**config.mk**
```make
export PLATFORM = sky130hd
export DESIGN_NAME = loopback_gen
export DESIGN_NICKNAME = d
export VERILOG_FILES = /design/src/verilog/lbk_pkg.sv /design/src/verilog/loopback_gen.sv
export VERILOG_INCLUDE_DIRS = /design/src /design/src/verilog
export SDC_FILE = /design/constraint.sdc
export NUM_CORES = 1
export LEC_CHECK = 0
export BUFFER_PORTS_ARGS = -buffer_cell sky130_fd_sc_hd__buf_2
export CAP_MARGIN = 20
export CELL_PAD_IN_SITES_DETAIL_PLACEMENT = 2
export CELL_PAD_IN_SITES_GLOBAL_PLACEMENT = 2
export CORE_ASPECT_RATIO = 0.8
export CORE_UTILIZATION = 35
export CTS_BUF_LIST = sky130_fd_sc_hd__clkbuf_4 sky130_fd_sc_hd__clkbuf_8
export CTS_CLUSTER_DIAMETER = 100
export DETAILED_ROUTE_END_ITERATION = 7
export PLACE_DENSITY = 0.76
export SLEW_MARGIN = 40
export SYNTH_ARGS = -nofsm -noshare
export SYNTH_HDL_FRONTEND = slang
export SYNTH_SLANG_ARGS = --single-unit
```
**constraint.sdc**
```tcl
create_clock -name sys_clk_i -period 6.8 [get_ports sys_clk_i]
set_clock_uncertainty 0.05 [all_clocks]
set_input_delay 1.36 -clock sys_clk_i [delete_from_list [all_inputs] [get_ports sys_clk_i]]
set_output_delay 1.36 -clock sys_clk_i [all_outputs]
set_load 0.03 [all_outputs]
```
**src/verilog/lbk_map.svh**
```systemverilog
// register offsets, reset values and frame constants of the loop-back generator
`ifndef LBK_MAP_SVH
`define LBK_MAP_SVH
`define LBK_ADR_COUNT 8'h44
`define LBK_ADR_PATTERN 8'h45
`define LBK_ADR_CRC_ERR 8'h46
`define LBK_ADR_STA_FIRST 8'h52
`define LBK_ADR_STA_LAST 8'h57
`define LBK_ADR_IRQ_STS 8'h60
`define LBK_ADR_IRQ_MASK 8'h61
`define LBK_ADR_RUN_STS 8'h62
`define LBK_RST_COUNT 8'h07
`define LBK_RST_PATTERN 8'h00
`define LBK_RST_STA 8'h00
`define LBK_RST_CRC 8'h00
`define LBK_CRC_MAX 8'hff
`define LBK_LEN_SHORT 11'h03c
`define LBK_LEN_LONG 11'h5ea
`define LBK_IDX_TYPE_HI 11'h00c
`define LBK_IDX_TYPE_LO 11'h00d
`define LBK_IDX_SA 11'h006
`define LBK_IDX_PAYLOAD 11'h00e
`define LBK_TYPE_HI 8'h08
`define LBK_TYPE_LO 8'h00
`define LBK_BCAST_BYTE 8'hff
`define LBK_SEL_55_SU 8'h00
`define LBK_SEL_55_LU 8'h01
`define LBK_SEL_55_SB 8'h02
`define LBK_SEL_55_LB 8'h04
`define LBK_SEL_0F_SU 8'h08
`define LBK_SEL_0F_LU 8'h10
`define LBK_SEL_0F_SB 8'h20
`define LBK_SEL_0F_LB 8'h40
`define LBK_SEL_FF_LB 8'h80
`define LBK_IRQ_DONE 0
`define LBK_IRQ_CRC 1
`endif

```
**src/verilog/lbk_pkg.sv**
```systemverilog
// types shared by the loop-back test-frame generator
package lbk_pkg;
  typedef enum logic [1:0] {
    PAT_55AA = 2'h0,
    PAT_0F0F = 2'h1,
    PAT_FF00 = 2'h2
  } pattern_t;

  typedef struct packed {
    logic bcast;
    logic long_frame;
    pattern_t pat;
  } frame_cfg_t;

  typedef struct packed {
    logic [7:0] data;
    logic sof;
    logic eof;
  } tx_beat_t;

  // gray order along idle -> send -> next
  typedef enum logic [1:0] {
    ST_IDLE = 2'b00,
    ST_SEND = 2'b01,
    ST_NEXT = 2'b11
  } gen_state_t;
endpackage : lbk_pkg

```
**src/verilog/loopback_gen.sv**
```systemverilog
// loop-back test frame generator and crc-error counter of the maintenance sub-layer
`timescale 1ns/1ps
`include "lbk_map.svh"
//
// Behaviour
// selector codes 00h, 01h, 02h and 04h send 55AA frames: 64 unicast, 1518 unicast, 64 and 1518 broadcast.
// one-hot selector bits 3 to 6 send 0F0F frames: 64 unicast, 1518 unicast, 64 and 1518 broadcast.
// selector bit 7 alone sends 1518-byte broadcast frames with an FF00 payload.
// software writes only the nine defined selector codes; other values give no promised frame.
// the destination is station bytes 52h to 56h followed by the byte at 57h plus one.
// each later frame of a run steps the last destination byte by one more.
// the source address is station bytes 52h to 57h, last byte unmodified.
// every frame carries type/length 0800h after the source address.
// each returned loop-back frame with a bad crc adds one to an 8-bit read-only counter.
// writing zero to the loop count register at 44h clears the crc-error counter.
// a nonzero write to the loop count register starts a run of that many frames, seven by default.
// the crc-error counter holds at 255 instead of wrapping until it is cleared.
module loopback_gen
  import lbk_pkg::*;
#(
  parameter int LEN_W = 11
)(
  // clock and reset
  input wire logic sys_clk_i,
  input wire logic rstn_i,
  // register port
  input wire logic [7:0] reg_addr_i,
  input wire logic [7:0] reg_wdata_i,
  input wire logic reg_wr_i,
  input wire logic reg_rd_i,
  output logic [7:0] reg_rdata_o,
  // frame stream toward the mac, fcs appended downstream
  output tx_beat_t tx_beat_o,
  output logic tx_valid_o,
  input wire logic tx_ready_i,
  // returned frame results from the receive mac
  input wire logic rx_frame_end_i,
  input wire logic rx_crc_err_i,
  // interrupt
  output logic irq_o
);

  // software registers
  logic [7:0] loop_count_r;
  logic [7:0] pattern_sel_r;
  logic [7:0] crc_err_count_r;
  logic [5:0][7:0] station_r;
  logic [1:0] irq_sts_r;
  logic [1:0] irq_mask_r;
  logic [7:0] reg_rdata_r;
  logic irq_r;

  // generator state
  gen_state_t state_r;
  logic [LEN_W-1:0] idx_r;
  logic [7:0] frames_left_r;
  logic [7:0] dlast_r;
  frame_cfg_t cfg_r;
  tx_beat_t beat_r;
  logic tx_valid_r;

  // decoded strobes
  logic wr_count;
  logic start_run;
  logic clr_counters;
  logic crc_event;
  logic done_event;
  logic load_beat;
  logic [LEN_W-1:0] frame_len;
  logic wr_pattern;
  logic wr_sta;
  logic wr_irq_sts;
  logic wr_irq_mask;
  logic last_byte;
  logic [1:0] irq_set;

  // selector code to frame shape; undefined codes fall back to the first code
  function automatic frame_cfg_t decode_sel(input logic [7:0] sel);
    frame_cfg_t c;
    c = '{bcast: 1'b0, long_frame: 1'b0, pat: PAT_55AA};
    case (sel)
      `LBK_SEL_55_SU: c = '{bcast: 1'b0, long_frame: 1'b0, pat: PAT_55AA};
      `LBK_SEL_55_LU: c = '{bcast: 1'b0, long_frame: 1'b1, pat: PAT_55AA};
      `LBK_SEL_55_SB: c = '{bcast: 1'b1, long_frame: 1'b0, pat: PAT_55AA};
      `LBK_SEL_55_LB: c = '{bcast: 1'b1, long_frame: 1'b1, pat: PAT_55AA};
      `LBK_SEL_0F_SU: c = '{bcast: 1'b0, long_frame: 1'b0, pat: PAT_0F0F};
      `LBK_SEL_0F_LU: c = '{bcast: 1'b0, long_frame: 1'b1, pat: PAT_0F0F};
      `LBK_SEL_0F_SB: c = '{bcast: 1'b1, long_frame: 1'b0, pat: PAT_0F0F};
      `LBK_SEL_0F_LB: c = '{bcast: 1'b1, long_frame: 1'b1, pat: PAT_0F0F};
      `LBK_SEL_FF_LB: c = '{bcast: 1'b1, long_frame: 1'b1, pat: PAT_FF00};
      default: c = '{bcast: 1'b0, long_frame: 1'b0, pat: PAT_55AA};
    endcase
    return c;
  endfunction : decode_sel

  // station window decode, shared by the write path and the read mux
  function automatic logic sta_hit(input logic [7:0] addr);
    return (addr >= `LBK_ADR_STA_FIRST) && (addr <= `LBK_ADR_STA_LAST);
  endfunction : sta_hit

  // byte slot of a station register; meaningful only where sta_hit holds
  function automatic logic [2:0] sta_pos(input logic [7:0] addr);
    return 3'(addr - `LBK_ADR_STA_FIRST);
  endfunction : sta_pos

  // payload byte; the patterns repeat in pairs, so the low index bit picks the half
  function automatic logic [7:0] payload_byte(
    input logic odd,
    input pattern_t pat
  );
    logic [7:0] b;
    b = 8'h00;
    case (pat)
      PAT_55AA: b = odd ? 8'haa : 8'h55;
      PAT_0F0F: b = 8'h0f;
      default: b = odd ? 8'h00 : 8'hff;
    endcase
    return b;
  endfunction : payload_byte

  // byte at a given position of the frame, fcs excluded
  function automatic logic [7:0] frame_byte(
    input logic [LEN_W-1:0] idx,
    input frame_cfg_t cfg,
    input logic [5:0][7:0] sta,
    input logic [7:0] dlast
  );
    logic [7:0] b;
    logic [2:0] pos;
    b = 8'h00;
    pos = 3'h0;
    if (idx < `LBK_IDX_SA)
    begin
      pos = idx[2:0];
      // broadcast hides the stepped byte, which still advances per frame
      if (cfg.bcast)
        b = `LBK_BCAST_BYTE;
      else if (pos == 3'h5)
        b = dlast;
      else
        b = sta[pos];
    end
    else if (idx < `LBK_IDX_TYPE_HI)
    begin
      pos = 3'(idx - `LBK_IDX_SA);
      b = sta[pos];
    end
    else if (idx == `LBK_IDX_TYPE_HI)
      b = `LBK_TYPE_HI;
    else if (idx == `LBK_IDX_TYPE_LO)
      b = `LBK_TYPE_LO;
    else
      b = payload_byte(idx[0], cfg.pat); // payload opens at an even index, high byte first
    return b;
  endfunction : frame_byte

  // strobe decode
  assign wr_count = reg_wr_i && (reg_addr_i == `LBK_ADR_COUNT);
  assign start_run = wr_count && (reg_wdata_i != 8'h00);
  assign clr_counters = wr_count && (reg_wdata_i == 8'h00);
  assign crc_event = rx_frame_end_i && rx_crc_err_i;
  assign load_beat = (state_r == ST_SEND) && (!tx_valid_r || tx_ready_i);
  assign done_event = (state_r == ST_NEXT) && (frames_left_r == 8'h01);
  assign frame_len = cfg_r.long_frame ? `LBK_LEN_LONG : `LBK_LEN_SHORT;
  assign wr_pattern = reg_wr_i && (reg_addr_i == `LBK_ADR_PATTERN);
  assign wr_sta = reg_wr_i && sta_hit(reg_addr_i);
  assign wr_irq_sts = reg_wr_i && (reg_addr_i == `LBK_ADR_IRQ_STS);
  assign wr_irq_mask = reg_wr_i && (reg_addr_i == `LBK_ADR_IRQ_MASK);
  // last byte of the current frame, fcs excluded
  assign last_byte = (idx_r == frame_len - 1'b1);
  // status set terms, one bit per event
  assign irq_set = {crc_event, done_event};

  // loop count register; software value, not the running count
  always_ff @(posedge sys_clk_i or negedge rstn_i)
  begin
    if (!rstn_i)
      loop_count_r <= `LBK_RST_COUNT;
    else if (wr_count)
      loop_count_r <= reg_wdata_i;
  end

  // pattern selector, sampled at each run start
  always_ff @(posedge sys_clk_i or negedge rstn_i)
  begin
    if (!rstn_i)
      pattern_sel_r <= `LBK_RST_PATTERN;
    else if (wr_pattern)
      pattern_sel_r <= reg_wdata_i;
  end

  // station bytes, read live by the builder; rewriting them mid-run mixes addresses
  always_ff @(posedge sys_clk_i or negedge rstn_i)
  begin
    if (!rstn_i)
      station_r <= {6{`LBK_RST_STA}};
    else if (wr_sta)
      station_r[sta_pos(reg_addr_i)] <= reg_wdata_i;
  end

  // crc-error counter; an error in the clearing cycle still counts
  // saturating, so a full count still means at least that many bad frames
  always_ff @(posedge sys_clk_i or negedge rstn_i)
  begin
    if (!rstn_i)
      crc_err_count_r <= `LBK_RST_CRC;
    else if (clr_counters)
      crc_err_count_r <= crc_event ? 8'h01 : `LBK_RST_CRC;
    else if (crc_event && crc_err_count_r != `LBK_CRC_MAX)
      crc_err_count_r <= crc_err_count_r + 8'h01;
  end

  // generator sequencing
  always_ff @(posedge sys_clk_i or negedge rstn_i)
  begin
    if (!rstn_i)
    begin
      state_r <= ST_IDLE;
      idx_r <= '0;
      frames_left_r <= 8'h00;
      dlast_r <= 8'h00;
      cfg_r <= '{bcast: 1'b0, long_frame: 1'b0, pat: PAT_55AA};
    end
    else if (start_run)
    begin
      // a new count restarts the run from its first frame
      state_r <= ST_SEND;
      idx_r <= '0;
      frames_left_r <= reg_wdata_i;
      dlast_r <= station_r[5] + 8'h01;
      cfg_r <= decode_sel(pattern_sel_r);
    end
    else
    begin
      case (state_r)
        ST_SEND:
        begin
          if (load_beat)
          begin
            idx_r <= idx_r + 1'b1;
            if (last_byte)
              state_r <= ST_NEXT;
          end
        end
        // one load slot left idle between frames; the mac still drains the eof beat
        ST_NEXT:
        begin
          idx_r <= '0;
          frames_left_r <= frames_left_r - 8'h01;
          dlast_r <= dlast_r + 8'h01;
          state_r <= (frames_left_r == 8'h01) ? ST_IDLE : ST_SEND;
        end
        default:
          state_r <= ST_IDLE;
      endcase
    end
  end

  // output beat register; holds while the mac stalls
  always_ff @(posedge sys_clk_i or negedge rstn_i)
  begin
    if (!rstn_i)
    begin
      beat_r <= '{data: 8'h00, sof: 1'b0, eof: 1'b0};
      tx_valid_r <= 1'b0;
    end
    else if (load_beat)
    begin
      beat_r.data <= frame_byte(idx_r, cfg_r, station_r, dlast_r);
      // frame marks ride with the byte they mark
      beat_r.sof <= (idx_r == '0);
      beat_r.eof <= last_byte;
      tx_valid_r <= 1'b1;
    end
    else if (tx_ready_i)
      tx_valid_r <= 1'b0;
  end

  // sticky events, write one to clear; a new event beats the clear
  always_ff @(posedge sys_clk_i or negedge rstn_i)
  begin
    if (!rstn_i)
      irq_sts_r <= 2'h0;
    else
    begin
      if (wr_irq_sts)
        irq_sts_r <= (irq_sts_r & ~reg_wdata_i[1:0]) | irq_set;
      else
        irq_sts_r <= irq_sts_r | irq_set;
    end
  end

  // interrupt mask
  always_ff @(posedge sys_clk_i or negedge rstn_i)
  begin
    if (!rstn_i)
      irq_mask_r <= 2'h0;
    else if (wr_irq_mask)
      irq_mask_r <= reg_wdata_i[1:0];
  end

  // level interrupt, one cycle behind the status
  always_ff @(posedge sys_clk_i or negedge rstn_i)
  begin
    if (!rstn_i)
      irq_r <= 1'b0;
    else
      irq_r <= |(irq_sts_r & irq_mask_r);
  end

  // read data, valid the cycle after the strobe and zero otherwise
  always_ff @(posedge sys_clk_i or negedge rstn_i)
  begin
    if (!rstn_i)
      reg_rdata_r <= 8'h00;
    else if (!reg_rd_i)
      reg_rdata_r <= 8'h00;
    else if (reg_addr_i == `LBK_ADR_COUNT)
      reg_rdata_r <= loop_count_r;
    else if (reg_addr_i == `LBK_ADR_PATTERN)
      reg_rdata_r <= pattern_sel_r;
    else if (reg_addr_i == `LBK_ADR_CRC_ERR)
      reg_rdata_r <= crc_err_count_r;
    else if (sta_hit(reg_addr_i))
      reg_rdata_r <= station_r[sta_pos(reg_addr_i)];
    else if (reg_addr_i == `LBK_ADR_IRQ_STS)
      reg_rdata_r <= {6'h00, irq_sts_r};
    else if (reg_addr_i == `LBK_ADR_IRQ_MASK)
      reg_rdata_r <= {6'h00, irq_mask_r};
    // frames still owed, so software can poll a run to its end
    else if (reg_addr_i == `LBK_ADR_RUN_STS)
      reg_rdata_r <= frames_left_r;
    // unmapped addresses read zero
    else
      reg_rdata_r <= 8'h00;
  end

  // every output is a bare flip-flop, no logic behind the pins
  assign reg_rdata_o = reg_rdata_r;
  assign tx_beat_o = beat_r;
  assign tx_valid_o = tx_valid_r;
  assign irq_o = irq_r;

endmodule : loopback_gen
```
==> out/qor.yml <==
worst_setup_path:
  cp_cell_sequence: "buf_2 > nor3b_1 > or4b_1 > nor2_4 > nand2_1 > nand2_1 > ha_1 > and3_1 > nand4_1 > xor2_1 > o21ai_0"
  critPathBufInv: 1
  cp-end-kind: "flop"
  critPathSlowestCell: "or4b_1"
  critPathKind: "primary input to flop"
  worst_path_largest_cell_delay_ns: 0.80
  reg2reg_from: "idx_r[2]$_DFFE_PN0P_"
  crit_start: "reg_addr_i[1]"
  crit_fanout: 28
  required_ns: 7.13
  arrival_ns: 4.84
  cp_top_family: "simple AND/OR/NAND/NOR gates"
  start_kind: "primary input"
  cpMostUsedCell: "nand2_1"
route:
  drt_first_pass_iters: 6
  final_antenna_net_count: 0
  drt-initial-drc-count: 412
  remaining_drc_errors: 0
  wl_mm: 25.2
  via_count: 6081
  wl_per_cell_um: 24.1
  via_per_inst: 5.82
finish:
  stdcell_area_um2: 8290
  antennaDiodeCount: 0
  drive_gt1_share_pct: 21.8
  fin_nets: 796
  fin_util_pct: 39.8
  area_growth_syn_to_layout_pct: 10.7
global_route:
  grt_usage_pct: 24.6
  grt_max_degree: 68
  antenna_found_initial: 2
  grt_pass1_wl_mm: 40.4
  grt.overflow.total: 0
  grt_pass1_vias: 6771
clocking:
  cts-buffers-inserted: 17
  postCtsHoldBufs: 0
  clockBufferDepth: 2
  cts_resized: 0
  path_clk_slew_ns: 0.10
  cts_sinks: 129
  cts_max_level: 4
  clock_latency_ns: 0.46
  tritoncts: "done"
  cts-root-buf: "clkbuf_8"
  post-cts-setup-buffer-count: 0
yosys:
  avgSynthCellArea_um2: 10.1
  synth-edff-count: 0
  yosysMostFrequentCell: "dfrtp_1"
  synthCells: 743
  synth_top_cell_area_share_pct: 42.1
  yosysWarningCount: 0
  yosysTopAreaCell: "dfrtp_1"
  synthTopCellsByCount: "dfrtp_1, nand2_1, nor2_1"
  async_reset_ff_share_pct: 100
  synthDistinctLibCells: 60
  ys_seq_area_share_pct: 43.2
  synthFlopType: "dfrtp_1"
  ys_top_cells_by_area: "dfrtp_1, mux2_2, mux2i_1"
  synthesis.area_um2: 7490
  synth.net_count: 777
  ys_ff_latch: 129
sta:
  slew_headroom_pct: 48.8
  fin_crit_sh_pct: 66.3
  min_period_ns: 4.51
  hold_ws_ns: 0.420
  grt_setup_unrepaired: "no"
  setup_viol: 0
  report.final.slew_viol_count: 0
  tightest_slew_ns: 0.761
  fmax_ghz: 0.222
  tns_ns: 0
  hold_viol: 0
floorplanning:
  dieArea_um2: 22000
  die_y_um: 133
  fp.dieW_um: 166
  fp-row-count: 47
  fp.coreArea_um2: 20800
  start_util_pct: 36.0
  ios: 43
placed_design:
  post-dp-hpwl_mm: 18.0
  gp_congestion: 0.839
  place_area_um2: 7880
  io_buffers: 42
worst_hold_path:
  hp-class: "flop to flop"
  hold_start: "loop_count_r[1]$_DFFE_PN1P_"
run:
  cap_violations: 0
pwr:
  vdd_drop_max_mv: 0.125
  power_density_nw_per_um2: 298
  leakage_uw: 0.00372
outcome:
  status: "finished, final reports clean"
==> report_power, final <==
group          total, uW  switching [uW]  internal [uW]  leakage [uW]
registers            968             115            854       0.00167
clock network        672             367            305      0.000186
logic                831             530            301       0.00186
total               2470            1010           1460       0.00372
==> flip-flops by register name (all words and copies together), names as in the netlist <==
signal,count
cfg_r,4
crc_err_count_r,8
dlast_r,8
frames_left_r,8
idx_r,11
irq_mask_r,2
irq_o,1
irq_sts_r,2
loop_count_r,8
pattern_sel_r,8
reg_rdata_o,8
state_r,2
station_r,48
tx_beat_o,10
tx_valid_o,1
==> layer usage <==
layer | vias to the layer above | GRT usage, % | part of all wire, %
li1 | 2714 | - | -
met1 | 3180 | 34.1 | 46
met2 | 141 | 38.3 | 48
met3 | 42 | 5.45 | 4.8
met4 | 4 | 7.07 | 1.8
met5 | - | 0 | 0.11
==> stage by stage <==
step | power [uW] | cells | setup WS (ns)
after CTS | 2480 | 1044 | 2.14
after global routing | 2600 | 1044 | 2.02
final | 2470 | 1044 | 2.29
after global placement | 1750 | 1011 | 1.97
after floorplan | 1520 | 743 | 2.84
after detailed placement | 1800 | 1012 | 1.66
==> area by class of cell <==
| cell class | instances | area [um^2] |
|---|---|---|
| Fill cell | 2275 | 12500 |
| Multi-Input combinational cell | 541 | 3960 |
| Sequential cell | 129 | 3230 |
| Tap cell | 269 | 337 |
| Timing Repair Buffer | 47 | 269 |
| Clock buffer | 18 | 241 |
| Clock inverter | 14 | 149 |
| Inverter | 26 | 97.6 |
==> final timing paths <==
kind                                                 to  slack (ns)  cells after the start
setup / recovery                 dlast_r[6]$_DFFE_PN0P_        2.29                     11
hold / removal              loop_count_r[1]$_DFFE_PN1P_        0.42                      2
setup reg to reg               tx_beat_o[2]$_DFFE_PN0P_        4.10                      6
hold reg to reg             loop_count_r[1]$_DFFE_PN1P_        0.42                      2
max in group asynchronous  pattern_sel_r[7]$_DFFE_PN0P_        4.99                      2
min in group asynchronous          idx_r[3]$_DFFE_PN0P_        0.76                      1
==> cell usage in the layout (no fill, tap or decap), types with 5 or more instances in the layout <==
cell / synthesis / layout
xor2_1: 7 / 7
clkbuf_8: 0 / 17
and3_1: 10 / 10
nor3_1: 13 / 13
nand4_1: 10 / 10
dfrtp_1: 126 / 126
mux4_2: 10 / 10
inv_1: 26 / 26
ha_1: 11 / 10
nor4_1: 6 / 6
a21oi_1: 18 / 18
mux2_2: 60 / 60
xnor2_1: 30 / 30
nand2_1: 69 / 69
a222oi_1: 8 / 8
nor2_1: 66 / 66
a22o_1: 11 / 11
nor2b_1: 11 / 10
o22ai_1: 23 / 23
buf_2: 4 / 40
o21ai_0: 40 / 40
o211ai_1: 10 / 10
inv_6: 0 / 6
mux2i_1: 54 / 54
nand3_1: 19 / 19
buf_4: 4 / 5
a22oi_1: 7 / 7
==> cells by family after synthesis <==
group                      after synthesis  share of synthesized area, %
and+or+nand+nor                        238                          15.7
DFF                                    129                          43.2
adders and majority gates               11                          1.84
muxes                                  128                          19.9
buffers and inverters                   73                          4.13
xor gates and xnor gates                37                          4.33
AOI/OAI and AO/OA                      127                          11.0
==> worst reg2reg max path, cell delays in order (launching register included) <==
cell     delay (ns)
dfrtp_1        0.64
ha_2           0.83
or2_2          0.34
o22ai_1        0.13
nor2_1         0.28
o21ai_0        0.13
a22o_1         0.20
Note: power is estimated with default switching activity, not from simulation.
